`src/rtl/pfci_cfg.svh`:
```
// Constants for the parallel flash command host: timings, command codes and unlock addresses.
// Assumes a 100 MHz core_clk; cycle counts are derived from the printed times.
`ifndef PFCI_CFG_SVH
`define PFCI_CFG_SVH

`define PFCI_CLK_MHZ 100
`define PFCI_T_WP_NS 45
`define PFCI_T_WPH_NS 30
`define PFCI_T_ACC_NS 90
`define PFCI_T_DF_NS 40
`define PFCI_T_PROG_US 60
`define PFCI_T_SECTOR_MS 10
`define PFCI_T_CHIP_S 3
`define PFCI_T_HV_US 100
`define PFCI_WP_CYC ((`PFCI_T_WP_NS * `PFCI_CLK_MHZ + 999) / 1000)
`define PFCI_WPH_CYC ((`PFCI_T_WPH_NS * `PFCI_CLK_MHZ + 999) / 1000)
`define PFCI_ACC_CYC ((`PFCI_T_ACC_NS * `PFCI_CLK_MHZ + 999) / 1000)
`define PFCI_DF_CYC ((`PFCI_T_DF_NS * `PFCI_CLK_MHZ + 999) / 1000)
`define PFCI_SYNC_CYC 2
`define PFCI_PROG_CYC (`PFCI_T_PROG_US * `PFCI_CLK_MHZ)
`define PFCI_SECTOR_CYC (`PFCI_T_SECTOR_MS * 1000 * `PFCI_CLK_MHZ)
`define PFCI_CHIP_CYC (`PFCI_T_CHIP_S * 1000000 * `PFCI_CLK_MHZ)
`define PFCI_HV_CYC (`PFCI_T_HV_US * `PFCI_CLK_MHZ)

`define PFCI_ADDR_UNLOCK1 19'h05555
`define PFCI_ADDR_UNLOCK2 19'h02AAA
`define PFCI_CMD_UNLOCK1 8'hAA
`define PFCI_CMD_UNLOCK2 8'h55
`define PFCI_CMD_PROGRAM 8'hA0
`define PFCI_CMD_ERASE_SETUP 8'h80
`define PFCI_CMD_SECTOR_ERASE 8'h30
`define PFCI_CMD_CHIP_ERASE 8'h10
`define PFCI_CMD_ID_ENTER 8'h90
`define PFCI_CMD_READ_MODE 8'hFF
`define PFCI_POLL_BIT 7
`define PFCI_TOGGLE_BIT 6

`endif

```
`src/rtl/pfci_pkg.sv`:
```
// Types shared by the flash command host and its bus cycle engine.
// Assumes a 19-bit byte address and an 8-bit data bus.
package pfci_pkg;

  typedef enum logic [2:0] {
    OP_READ,
    OP_PROGRAM,
    OP_SECTOR_ERASE,
    OP_CHIP_ERASE,
    OP_ID_ENTER,
    OP_READ_MODE,
    OP_BOOT_LOCK,
    OP_BOOT_UNLOCK
  } pfci_op_t;

  typedef enum logic [1:0] {
    BK_READ,
    BK_WRITE,
    BK_LOCK,
    BK_UNLOCK
  } pfci_kind_t;

  typedef struct packed {
    pfci_op_t op;
    logic [18:0] addr;
    logic [7:0] data;
  } pfci_req_t;

  typedef struct packed {
    logic [7:0] data;
    logic err;
  } pfci_rsp_t;

  typedef struct packed {
    logic [18:0] addr;
    logic [7:0] data;
  } pfci_word_t;

endpackage

```
`src/rtl/pfci_host.sv`:
```
// Host-side command sequencer for a byte-wide parallel flash.
// Assumes a single requester using a valid/ready handshake and flash pins on the far side.
`timescale 1ns/10ps
`include "pfci_cfg.svh"
module pfci_host #(
  parameter int unsigned PROG_CYC = `PFCI_PROG_CYC,
  parameter int unsigned SECTOR_CYC = `PFCI_SECTOR_CYC,
  parameter int unsigned CHIP_CYC = `PFCI_CHIP_CYC,
  parameter int unsigned HV_CYC = `PFCI_HV_CYC
) (
  input wire logic core_clk, // 100 MHz clock
  input wire logic srst, // Synchronous reset, active high
  input wire logic cmd_valid, // Request present
  output logic cmd_ready, // Request taken when high with cmd_valid
  input wire pfci_pkg::pfci_req_t cmd, // Operation, address, data
  output logic rsp_valid, // Answer present, one-cycle pulse
  output pfci_pkg::pfci_rsp_t rsp, // Read data and error flag
  output logic [18:0] flash_addr, // Address pins
  output logic [7:0] flash_dq_out, // Data pins, driven value
  output logic flash_dq_oe, // Data pins driven by the host
  input wire logic [7:0] flash_dq_in, // Data pins, sampled value
  output logic flash_ce_n, // Chip enable, active low
  output logic flash_oe_n, // Output enable, active low
  output logic flash_we_n, // Write enable, active low
  output logic hv_ce, // High voltage on chip enable
  output logic hv_oe, // High voltage on output enable
  output logic hv_a9 // High voltage on address pin 9
);

  typedef enum {M_IDLE, M_PRE, M_PRE_W, M_SEQ, M_SEQ_W, M_POLL, M_POLL_W, M_RESP} pfci_mstate_t;

  pfci_mstate_t state_reg;
  pfci_pkg::pfci_req_t req_reg;
  logic [2:0] step_reg;
  logic [31:0] wait_reg;
  logic err_reg;
  logic have_prev_reg;
  logic [7:0] prev_reg;
  logic [7:0] rdata_reg;
  logic bus_start;
  logic bus_done;
  logic [7:0] bus_rdata;
  pfci_pkg::pfci_kind_t bus_kind;
  pfci_pkg::pfci_word_t bus_word;
  pfci_pkg::pfci_word_t seq_word;
  logic [31:0] limit;

  // ****************************************
  // Command sequence tables
  // ****************************************
  function automatic pfci_pkg::pfci_word_t word_of(input pfci_pkg::pfci_req_t r,
                                                   input logic [2:0] idx);
    pfci_pkg::pfci_word_t w;
    w.addr = `PFCI_ADDR_UNLOCK1;
    w.data = `PFCI_CMD_READ_MODE;
    if (r.op == pfci_pkg::OP_READ_MODE) begin
      w.data = `PFCI_CMD_READ_MODE;
    end else if (r.op == pfci_pkg::OP_PROGRAM && idx == 3'h3) begin
      w.addr = r.addr;
      w.data = r.data;
    end else begin
      case (idx)
        3'h0, 3'h3: begin
          w.data = `PFCI_CMD_UNLOCK1;
        end
        3'h1, 3'h4: begin
          w.addr = `PFCI_ADDR_UNLOCK2;
          w.data = `PFCI_CMD_UNLOCK2;
        end
        3'h2: begin
          case (r.op)
            pfci_pkg::OP_PROGRAM: w.data = `PFCI_CMD_PROGRAM;
            pfci_pkg::OP_ID_ENTER: w.data = `PFCI_CMD_ID_ENTER;
            default: w.data = `PFCI_CMD_ERASE_SETUP;
          endcase
        end
        default: begin
          if (r.op == pfci_pkg::OP_CHIP_ERASE) begin
            w.data = `PFCI_CMD_CHIP_ERASE;
          end else begin
            w.addr = r.addr;
            w.data = `PFCI_CMD_SECTOR_ERASE;
          end
        end
      endcase
    end
    return w;
  endfunction

  function automatic logic [2:0] last_of(input pfci_pkg::pfci_op_t op);
    case (op)
      pfci_pkg::OP_PROGRAM: last_of = 3'h3;
      pfci_pkg::OP_SECTOR_ERASE, pfci_pkg::OP_CHIP_ERASE: last_of = 3'h5;
      pfci_pkg::OP_ID_ENTER: last_of = 3'h2;
      default: last_of = 3'h0;
    endcase
  endfunction

  // ****************************************
  // Bus cycle selection
  // ****************************************
  always_comb begin
    seq_word = word_of(req_reg, step_reg);
    bus_start = (state_reg == M_PRE) || (state_reg == M_SEQ) || (state_reg == M_POLL);
    bus_word.addr = req_reg.addr;
    bus_word.data = req_reg.data;
    bus_kind = pfci_pkg::BK_READ;
    if (state_reg == M_SEQ) begin
      case (req_reg.op)
        pfci_pkg::OP_READ: bus_kind = pfci_pkg::BK_READ;
        pfci_pkg::OP_BOOT_LOCK: bus_kind = pfci_pkg::BK_LOCK;
        pfci_pkg::OP_BOOT_UNLOCK: bus_kind = pfci_pkg::BK_UNLOCK;
        default: begin
          bus_kind = pfci_pkg::BK_WRITE;
          bus_word = seq_word;
        end
      endcase
    end
    case (req_reg.op)
      pfci_pkg::OP_PROGRAM: limit = PROG_CYC;
      pfci_pkg::OP_SECTOR_ERASE: limit = SECTOR_CYC;
      default: limit = CHIP_CYC;
    endcase
  end

  assign cmd_ready = (state_reg == M_IDLE);

  // ****************************************
  // Operation sequencer
  // ****************************************
  always_ff @(posedge core_clk) begin
    if (srst) begin
      state_reg <= M_IDLE;
      req_reg <= '0;
      step_reg <= 3'h0;
      err_reg <= 1'b0;
      have_prev_reg <= 1'b0;
      prev_reg <= 8'h00;
      rdata_reg <= 8'h00;
    end else begin
      case (state_reg)
        M_IDLE: begin
          if (cmd_valid) begin
            req_reg <= cmd;
            step_reg <= 3'h0;
            err_reg <= 1'b0;
            rdata_reg <= 8'h00;
            // Programming can only clear bits, so the old byte is read first.
            state_reg <= (cmd.op == pfci_pkg::OP_PROGRAM) ? M_PRE : M_SEQ;
          end
        end
        M_PRE: state_reg <= M_PRE_W;
        M_PRE_W: begin
          if (bus_done) begin
            rdata_reg <= bus_rdata;
            if ((bus_rdata & req_reg.data) != req_reg.data) begin
              err_reg <= 1'b1;
              state_reg <= M_RESP;
            end else begin
              state_reg <= M_SEQ;
            end
          end
        end
        M_SEQ: state_reg <= M_SEQ_W;
        M_SEQ_W: begin
          if (bus_done) begin
            if (step_reg != last_of(req_reg.op)) begin
              step_reg <= step_reg + 3'h1;
              state_reg <= M_SEQ;
            end else if (req_reg.op == pfci_pkg::OP_PROGRAM ||
                         req_reg.op == pfci_pkg::OP_SECTOR_ERASE ||
                         req_reg.op == pfci_pkg::OP_CHIP_ERASE) begin
              have_prev_reg <= 1'b0;
              state_reg <= M_POLL;
            end else begin
              // Only a plain read takes data from this cycle; ID entry, read mode and boot commands answer zero, a timed-out operation its last poll byte.
              if (req_reg.op == pfci_pkg::OP_READ) begin
                rdata_reg <= bus_rdata;
              end
              state_reg <= M_RESP;
            end
          end
        end
        M_POLL: state_reg <= M_POLL_W;
        M_POLL_W: begin
          if (bus_done && wait_reg >= limit) begin
            // A stuck operation is abandoned by writing the read mode command.
            err_reg <= 1'b1;
            req_reg.op <= pfci_pkg::OP_READ_MODE;
            step_reg <= 3'h0;
            state_reg <= M_SEQ;
          end else if (bus_done) begin
            rdata_reg <= bus_rdata;
            prev_reg <= bus_rdata;
            have_prev_reg <= 1'b1;
            if (req_reg.op == pfci_pkg::OP_PROGRAM) begin
              if (bus_rdata[`PFCI_POLL_BIT] == req_reg.data[`PFCI_POLL_BIT]) begin
                err_reg <= (bus_rdata != req_reg.data);
                state_reg <= M_RESP;
              end else begin
                state_reg <= M_POLL;
              end
            end else if (have_prev_reg &&
                         bus_rdata[`PFCI_TOGGLE_BIT] == prev_reg[`PFCI_TOGGLE_BIT]) begin
              err_reg <= (req_reg.op == pfci_pkg::OP_SECTOR_ERASE) && (bus_rdata != 8'hFF);
              state_reg <= M_RESP;
            end else begin
              state_reg <= M_POLL;
            end
          end
        end
        M_RESP: state_reg <= M_IDLE;
        default: state_reg <= M_IDLE;
      endcase
    end
  end

  // ****************************************
  // Completion timeout counter
  // ****************************************
  always_ff @(posedge core_clk) begin
    if (srst || state_reg == M_SEQ_W) begin
      wait_reg <= 32'h00000000;
    end else if ((state_reg == M_POLL || state_reg == M_POLL_W) && wait_reg != 32'hFFFFFFFF) begin
      wait_reg <= wait_reg + 32'h00000001;
    end
  end

  // ****************************************
  // Answer
  // ****************************************
  always_ff @(posedge core_clk) begin
    if (srst) begin
      rsp_valid <= 1'b0;
      rsp <= '0;
    end else begin
      rsp_valid <= (state_reg == M_RESP);
      if (state_reg == M_RESP) begin
        rsp.data <= rdata_reg;
        rsp.err <= err_reg;
      end
    end
  end

  pfci_bus_cycle #(
    .HV_CYC(HV_CYC)
  ) u_bus (
    .core_clk(core_clk),
    .srst(srst),
    .start(bus_start),
    .kind(bus_kind),
    .word(bus_word),
    .done(bus_done),
    .rdata(bus_rdata),
    .flash_addr(flash_addr),
    .flash_dq_out(flash_dq_out),
    .flash_dq_oe(flash_dq_oe),
    .flash_dq_in(flash_dq_in),
    .flash_ce_n(flash_ce_n),
    .flash_oe_n(flash_oe_n),
    .flash_we_n(flash_we_n),
    .hv_ce(hv_ce),
    .hv_oe(hv_oe),
    .hv_a9(hv_a9)
  );

endmodule

```
`src/rtl/pfci_bus_cycle.sv`:
```
// One flash bus cycle: a read, a write, or a high-voltage boot block lock or unlock.
// Assumes level shifters turn hv_* requests into the high voltage on the named pins.
`timescale 1ns/10ps
`include "pfci_cfg.svh"
module pfci_bus_cycle #(
  parameter int unsigned HV_CYC = `PFCI_HV_CYC
) (
  input wire logic core_clk, // 100 MHz clock
  input wire logic srst, // Synchronous reset, active high
  input wire logic start, // Begin a cycle, one-cycle pulse
  input wire pfci_pkg::pfci_kind_t kind, // Cycle kind
  input wire pfci_pkg::pfci_word_t word, // Address and write data
  output logic done, // Cycle finished, one-cycle pulse
  output logic [7:0] rdata, // Data captured by a read
  output logic [18:0] flash_addr, // Address pins
  output logic [7:0] flash_dq_out, // Data pins, driven value
  output logic flash_dq_oe, // Data pins driven by the host
  input wire logic [7:0] flash_dq_in, // Data pins, sampled value
  output logic flash_ce_n, // Chip enable, active low
  output logic flash_oe_n, // Output enable, active low
  output logic flash_we_n, // Write enable, active low
  output logic hv_ce, // High voltage on chip enable
  output logic hv_oe, // High voltage on output enable
  output logic hv_a9 // High voltage on address pin 9
);

  typedef enum {B_IDLE, B_ACTIVE, B_RECOVER} pfci_bstate_t;

  pfci_bstate_t state_reg;
  logic [23:0] cnt_reg;
  logic [7:0] dq_meta_reg;
  logic [7:0] dq_sync_reg;
  logic is_read_reg;

  // ****************************************
  // Data pin synchroniser
  // ****************************************
  always_ff @(posedge core_clk) begin
    dq_meta_reg <= flash_dq_in;
    dq_sync_reg <= dq_meta_reg;
  end

  // ****************************************
  // Cycle sequencer
  // ****************************************
  always_ff @(posedge core_clk) begin
    if (srst) begin
      state_reg <= B_IDLE;
      cnt_reg <= 24'h000000;
      is_read_reg <= 1'b0;
      done <= 1'b0;
      rdata <= 8'h00;
      flash_addr <= 19'h00000;
      flash_dq_out <= 8'h00;
      flash_dq_oe <= 1'b0;
      flash_ce_n <= 1'b1;
      flash_oe_n <= 1'b1;
      flash_we_n <= 1'b1;
      hv_ce <= 1'b0;
      hv_oe <= 1'b0;
      hv_a9 <= 1'b0;
    end else begin
      done <= 1'b0;
      case (state_reg)
        B_IDLE: begin
          if (start) begin
            flash_addr <= word.addr;
            flash_dq_out <= word.data;
            is_read_reg <= (kind == pfci_pkg::BK_READ);
            state_reg <= B_ACTIVE;
            case (kind)
              pfci_pkg::BK_READ: begin
                // Write enable is already high while chip and output enable drop.
                flash_ce_n <= 1'b0;
                flash_oe_n <= 1'b0;
                cnt_reg <= 24'(`PFCI_ACC_CYC + `PFCI_SYNC_CYC - 1);
              end
              pfci_pkg::BK_WRITE: begin
                // Both strobes fall and rise together, so either edge may latch.
                flash_dq_oe <= 1'b1;
                flash_ce_n <= 1'b0;
                flash_we_n <= 1'b0;
                cnt_reg <= 24'(`PFCI_WP_CYC - 1);
              end
              pfci_pkg::BK_LOCK: begin
                flash_ce_n <= 1'b0;
                flash_we_n <= 1'b0;
                hv_oe <= 1'b1;
                hv_a9 <= 1'b1;
                cnt_reg <= 24'(HV_CYC - 1);
              end
              default: begin
                flash_we_n <= 1'b0;
                hv_ce <= 1'b1;
                hv_oe <= 1'b1;
                hv_a9 <= 1'b1;
                cnt_reg <= 24'(HV_CYC - 1);
              end
            endcase
          end
        end
        B_ACTIVE: begin
          if (cnt_reg != 24'h000000) begin
            cnt_reg <= cnt_reg - 24'h000001;
          end else begin
            if (is_read_reg) begin
              rdata <= dq_sync_reg;
              cnt_reg <= 24'(`PFCI_DF_CYC - 1);
            end else begin
              cnt_reg <= 24'(`PFCI_WPH_CYC - 1);
            end
            // Data stays driven through recovery so it is valid at the rising edge.
            flash_ce_n <= 1'b1;
            flash_oe_n <= 1'b1;
            flash_we_n <= 1'b1;
            hv_ce <= 1'b0;
            hv_oe <= 1'b0;
            hv_a9 <= 1'b0;
            state_reg <= B_RECOVER;
          end
        end
        B_RECOVER: begin
          // After a read the flash needs time to release the data pins.
          if (cnt_reg != 24'h000000) begin
            cnt_reg <= cnt_reg - 24'h000001;
          end else begin
            flash_dq_oe <= 1'b0;
            done <= 1'b1;
            state_reg <= B_IDLE;
          end
        end
        default: begin
          state_reg <= B_IDLE;
        end
      endcase
    end
  end

endmodule

```
`config.mk`:
```
export PLATFORM = sky130hd
export DESIGN_NAME = pfci_host
export DESIGN_NICKNAME = d
export VERILOG_FILES = /design/src/rtl/pfci_pkg.sv /design/src/rtl/pfci_host.sv /design/src/rtl/pfci_bus_cycle.sv
export VERILOG_INCLUDE_DIRS = /design/src /design/src/rtl
export SDC_FILE = /design/constraint.sdc
export NUM_CORES = 1
export LEC_CHECK = 0
export BUFFER_PORTS_ARGS = -buffer_cell sky130_fd_sc_hd__buf_2
export CAP_MARGIN = 20
export CORE_ASPECT_RATIO = 1.2
export CORE_UTILIZATION = 60
export DETAILED_ROUTE_END_ITERATION = 6
export GPL_ROUTABILITY_DRIVEN = 0
export GPL_TIMING_DRIVEN = 0
export PLACE_DENSITY_LB_ADDON = 0.15
export SLEW_MARGIN = 15
export SYNTH_ARGS = -nofsm -noshare
export SYNTH_HDL_FRONTEND = slang
export SYNTH_SLANG_ARGS = --single-unit
```
`constraint.sdc`:
```
create_clock -name core_clk -period 6.8 [get_ports core_clk]
set_clock_uncertainty 0.05 [all_clocks]
set_input_delay 0.34 -clock core_clk [delete_from_list [all_inputs] [get_ports core_clk]]
set_output_delay 0.34 -clock core_clk [all_outputs]
set_load 0.02 [all_outputs]
```
# [After elaboration in Yosys (flattened, before gate mapping)]
# Index checks and enable logic that the tools add are counted.
# Widths: inputs -> output; s select.
[op_classes] shift=0 eq_ne=60 n_div=0 addsub=3 n_mux=92 reduce_logical=52 order_cmp=1 n_mul=0 bitwise_logic=4
[op_table] op="$mux 32" count=9
[op_table] op="$pmux 32 s7" count=1
[op_table] op="$eq 32x2->1 const B" count=4
[op_table] op="$eq 32x3->1 const B" count=4
[op_table] op="$eq 32x4->1 const B" count=4
[op_table] op="$logic_not 32->1" count=3
[op_table] op="$pmux 32 s3" count=1
[op_table] op="$mux 27" count=3
[op_table] op="$mux 24" count=3
[op_table] op="$pmux 24 s3" count=1
[op_table] op="$eq 32x1->1 const B" count=2
[op_table] op="$mux 8" count=8
[op_table] op="$pmux 29 s2" count=1
[op_table] op="$mux 19" count=2
[op_table] op="$pmux 19 s2" count=1
[op_table] op="$ne 2x2->1 const B" count=17
[op_table] op="$add 32x1->32 const B" count=1
[op_table] op="$ge 32x32->1" count=1
[op_table] op="$ne 32x32->1 const B" count=1
[op_table] op="$pmux 8 s4" count=1
[op_table] op="$mux 3" count=10
[op_table] op="$mux 30" count=1
[op_table] op="$mux 1" count=29
[op_table] op="$pmux 14 s2" count=1
[op_table] op="41 further kinds" count=103
[totals] romBits=0 mem_bits_rw=0 n_memories=0 ff_bits=239 latchBits=0

# [Longest topological paths before layout]
[depth] ltp_word=10 depth_mapped=15 mapped_depth_nobuf=12

# [Modules after synthesis]
# A second synthesis with hierarchy kept.
[unflattened] cells_unflattened=1066 hier_area_um2=8509.4
[modules_own_cells] mod="pfci_host" area_per_inst_um2=5068.6 cells_each=651 n_inst=1
[modules_own_cells] mod="pfci_bus_cycle" area_per_inst_um2=3440.8 cells_each=415 n_inst=1

# [Worst setup path after synthesis]
# Ideal clock, no wire load.
[synth_path] path_type="register to register" start="reg req_reg[27] (netlist name)" end="reg rdata_reg[0]" synth_period_minus_slack_ns=3.337 path_slack_ns=3.463 arrival_time_ns=3.163 path_stages_with_launch=16 path_buffers=3 path_cell_list="dfxtp_1 -> clkbuf_1 -> nand2b_1 -> or2_2 -> clkbuf_1 -> nand2_1 -> inv_1 -> ha_1 -> nand4_1 -> or3_1 -> a311oi_1 -> o311a_1 -> or2_2 -> a221o_1 -> buf_2 -> mux2i_1"
[synth_between] elab_chain_len=9
[synth_lines] item="start: declaration" line="pfci_host.sv:33" rtl="pfci_pkg::pfci_req_t req_reg;"
[synth_lines] item="start signal: assignment" line="pfci_host.sv:144" rtl="req_reg <= cmd;"
[synth_lines] item="branches (longest 8 deep; another with $ge 32x32->1)"
[synth_lines] item="$reduce_and 7->1 (no line) *"
[synth_lines] item="end signal: assignment" line="pfci_host.sv:155" rtl="rdata_reg <= bus_rdata;"
[synth_lines] item="end signal: assignment" line="pfci_host.sv:178" rtl="rdata_reg <= bus_rdata;"
[synth_lines] item="end signal: assignment" line="pfci_host.sv:193" rtl="rdata_reg <= bus_rdata;"
[synth_lines] item="end: declaration" line="pfci_host.sv:39" rtl="logic [7:0] rdata_reg;"
# Every way passes the cells marked *. The select of a mux whose other input is x is not followed.
# A chain may end at the register's enable or synchronous reset.

# [Worst setup path in the final report]
[layout_path] start="reg req_reg[28] (netlist name)" end="reg rdata_reg[7]"
# Same word-level chain as after synthesis.

==> metrics.yaml <==
floorplanning:
  row_count: 46
  die_y_um: 130
  start_util: 0.618
  io-pin-count: 86
  die_area_um2: 14100
  core-area_um2: 13200
  die_w_um: 109
job:
  drv_cap: 0
synth:
  async_flop_share: 0
  ys_seq_area_frac: 0.426
  synth_nets: 1085
  synthesis.area_um2: 8180
  ys_ff_latch: 174
  avgSynthCellArea_um2: 8.13
  synth_cells: 1006
  synth.top_cell.area_share: 0.426
  synth_edf_count: 0
  synth_top_family_by_area: "simple AND/OR/NAND/NOR gates"
  synth_area_leaders: "dfxtp_1 43%, nand2_1 7.6%, a21oi_1 6.9%"
  synth_flop_cell: "dfxtp_1"
  synth_compound_area_frac: 0.171
  synthAdderAreaFrac: 0.0581
  synth_cell_types: 65
  yosys_warnings: 0
  synth_top_area_cell: "dfxtp_1"
  synth_xor_area_frac: 0.0407
  yosys.area_share.simple: 0.240
  synth.area.mux_share: 0.0237
drt:
  met2WireLength_mm: 10.3
  drcViolationCount: 0
  met3_length_mm: 1.08
  vias: 7500
  m1WireLength_mm: 8.34
  ant_nets: 0
  drtIter0Drc: 460
  drt_pass1_iterations: 5
  top_layer: "met4"
  wl_per_cell_um: 15.8
  vias_per_cell: 5.77
  wirelength_mm: 20.6
place:
  place_ws_ps: 2590
  hpwl_mm: 14.5
  io_buffers: 85
sta:
  hold_viol_final: 0
  maxSlewHeadroom: 0.377
  setup_viol: 0
  slew_violations: 0
  worstMarginPinSlew_ps: 928
  fmax_ghz: 0.228
  tns_ps: 0
  grt_setup_unrepaired: "false"
  post-route-period-util: 0.646
  finalCriticalPeriod_ps: 4390
  setup_ws_ps: 2410
power_and_ir_drop:
  peakVddDrop_uv: 240
  leakage_uw: 0.00366
  p_per_area_nw_per_um2: 329
hold_path:
  hp-class: "input pin to flop"
global_routing:
  antenna_found_initial: 0
  gr-usage-all-layers: 0.300
  grt_max_degree: 19
  grt_pass1_wl_mm: 33.0
  overflow: 0
  grt_pass1_vias: 7081
setup_path:
  critical_path_arrival_ps: 4700
  cp-end-kind: "flop"
  worstPathCellList: "clkbuf_1 > nor3b_1 > inv_1 > nand2_1 > inv_1 > ha_1 > nand4_1 > or3_1 > a311oi_1 > o311a_1 > or2_2 > a221o_1 > buf_2 > mux2i_1"
  cp_slowest_stage_delay_ps: 720
  cpMaxStageDelayCell: "nor3b_1"
  cp-start-kind: "flop"
  path_class: "flop to flop"
  cpMostUsedCell: "inv_1"
  crit_required_ps: 7110
  cp_max_fo: 9
cts:
  clk_latency_ps: 430
  root_buffer: "clkbuf_16"
  tritoncts: "built"
  cts-htree-levels: 4
  clock_path_buffers: 2
  path_clk_slew_ps: 70
  postCtsSetupBuffers: 0
  postCtsHoldBufs: 8
  cts-resized-gates: 0
  clock_sink_count: 174
  cts-buffers-inserted: 17
final_layout:
  fillCellCount: 1087
  layout.nets: 1198
  final_cell_mix: "174 x dfxtp_1, 165 x nand2_1, 112 x a21oi_1"
  largest_reg_flops: 32
  fin_util: 0.716
  num_antenna_cells: 0
  drive_gt1_frac: 0.127
  synthToLayoutAreaGrowth_pct: 15.9
  final_common_cell: "dfxtp_1"
run_status:
  status: "finished clean"
==> area by class of cell <==
type / instances / area, um2 / share of cell area
clock inverters: 14 / 141 / 0.0149
multi-input cells: 750 / 4370 / 0.461
inverters: 35 / 131 / 0.0139
clock buffers: 18 / 439 / 0.0463
plain buffers: 47 / 199 / 0.0210
well taps: 168 / 210 / 0.0222
flip-flops and latches: 174 / 3480 / 0.367
repair buffers: 94 / 510 / 0.0538
==> cell families (layout without fill, tap and decap cells) <==
family | after synthesis | count (layout)
simple gates | 413 | 413
compound gates | 242 | 242
flops | 174 | 174
buf+inv | 82 | 208
fa+ha+maj | 38 | 38
xor+xnor | 38 | 38
mux | 19 | 19
==> Yosys cell counts, drive strengths merged, types with 2 or more instances <==
master,count
nand3b,4
nor4,10
nor4b,2
o21ai,68
xor2,14
a311oi,2
o211ai,3
o21a,3
buf,11
and2,4
and3,12
o311ai,2
or3,16
nand4b,3
a22oi,6
nand4,17
nand3,24
nor2b,9
clkbuf,36
a2111oi,3
nand2,165
o22ai,5
o21bai,2
nand2b,2
or4,4
a211oi,7
ha,38
and4,7
dfxtp,174
a21boi,2
nor2,90
o31ai,5
mux2,3
a31oi,8
o2111ai,5
nor3,33
or2,5
a21oi,112
mux2i,16
nor3b,5
xnor2,24
inv,35
==> worst max-delay path, delay by kind of cell, from the launching register on <==
family	cells	cell delay, ps
simple gates	5	1670
buf+inv	4	910
compound gates	3	820
flops	1	310
fa+ha+maj	1	300
mux	1	260
==> metal layers <==
layer,global-route usage,up-vias
li1,-,3766
met1,0.335,3482
met2,0.524,195
met3,0.0654,57
met4,0.176,0
met5,0,-
==> path summary, 6_finish.rpt <==
kind | start | to | slack (ps) | depth (start not counted)
hold / removal | cmd[16] | req_reg[16]$_SDFFE_PP0P_ | 80 | 3
hold reg to reg | u_bus.dq_meta_reg[6]$_DFF_P_ | u_bus.dq_sync_reg[6]$_DFF_P_ | 280 | 0
setup / recovery | req_reg[28]$_SDFFE_PP0P_ | rdata_reg[7]$_SDFFE_PP0P_ | 2410 | 14
setup reg to reg | req_reg[28]$_SDFFE_PP0P_ | rdata_reg[7]$_SDFFE_PP0P_ | 2410 | 14
==> power breakdown <==
group	total [uW]	switching (uW)	internal, uW
Clock	956	457	499
Combinational	961	615	346
Sequential	1200	77.9	1130
==> per-stage QoR <==
stage | hold WS, ps | power [uW] | instances | area [um2]
after floorplan | 260 | 1920 | 1006 | 8180
after global placement | 261 | 2140 | 1259 | 8820
after detailed placement | 265 | 2160 | 1260 | 8820
after CTS | 76.5 | 3120 | 1300 | 9480
after global routing | 93.0 | 3280 | 1300 | 9480
final | 83.9 | 3120 | 1300 | 9480
No activity file was read; power rests on OpenSTA's default activity.
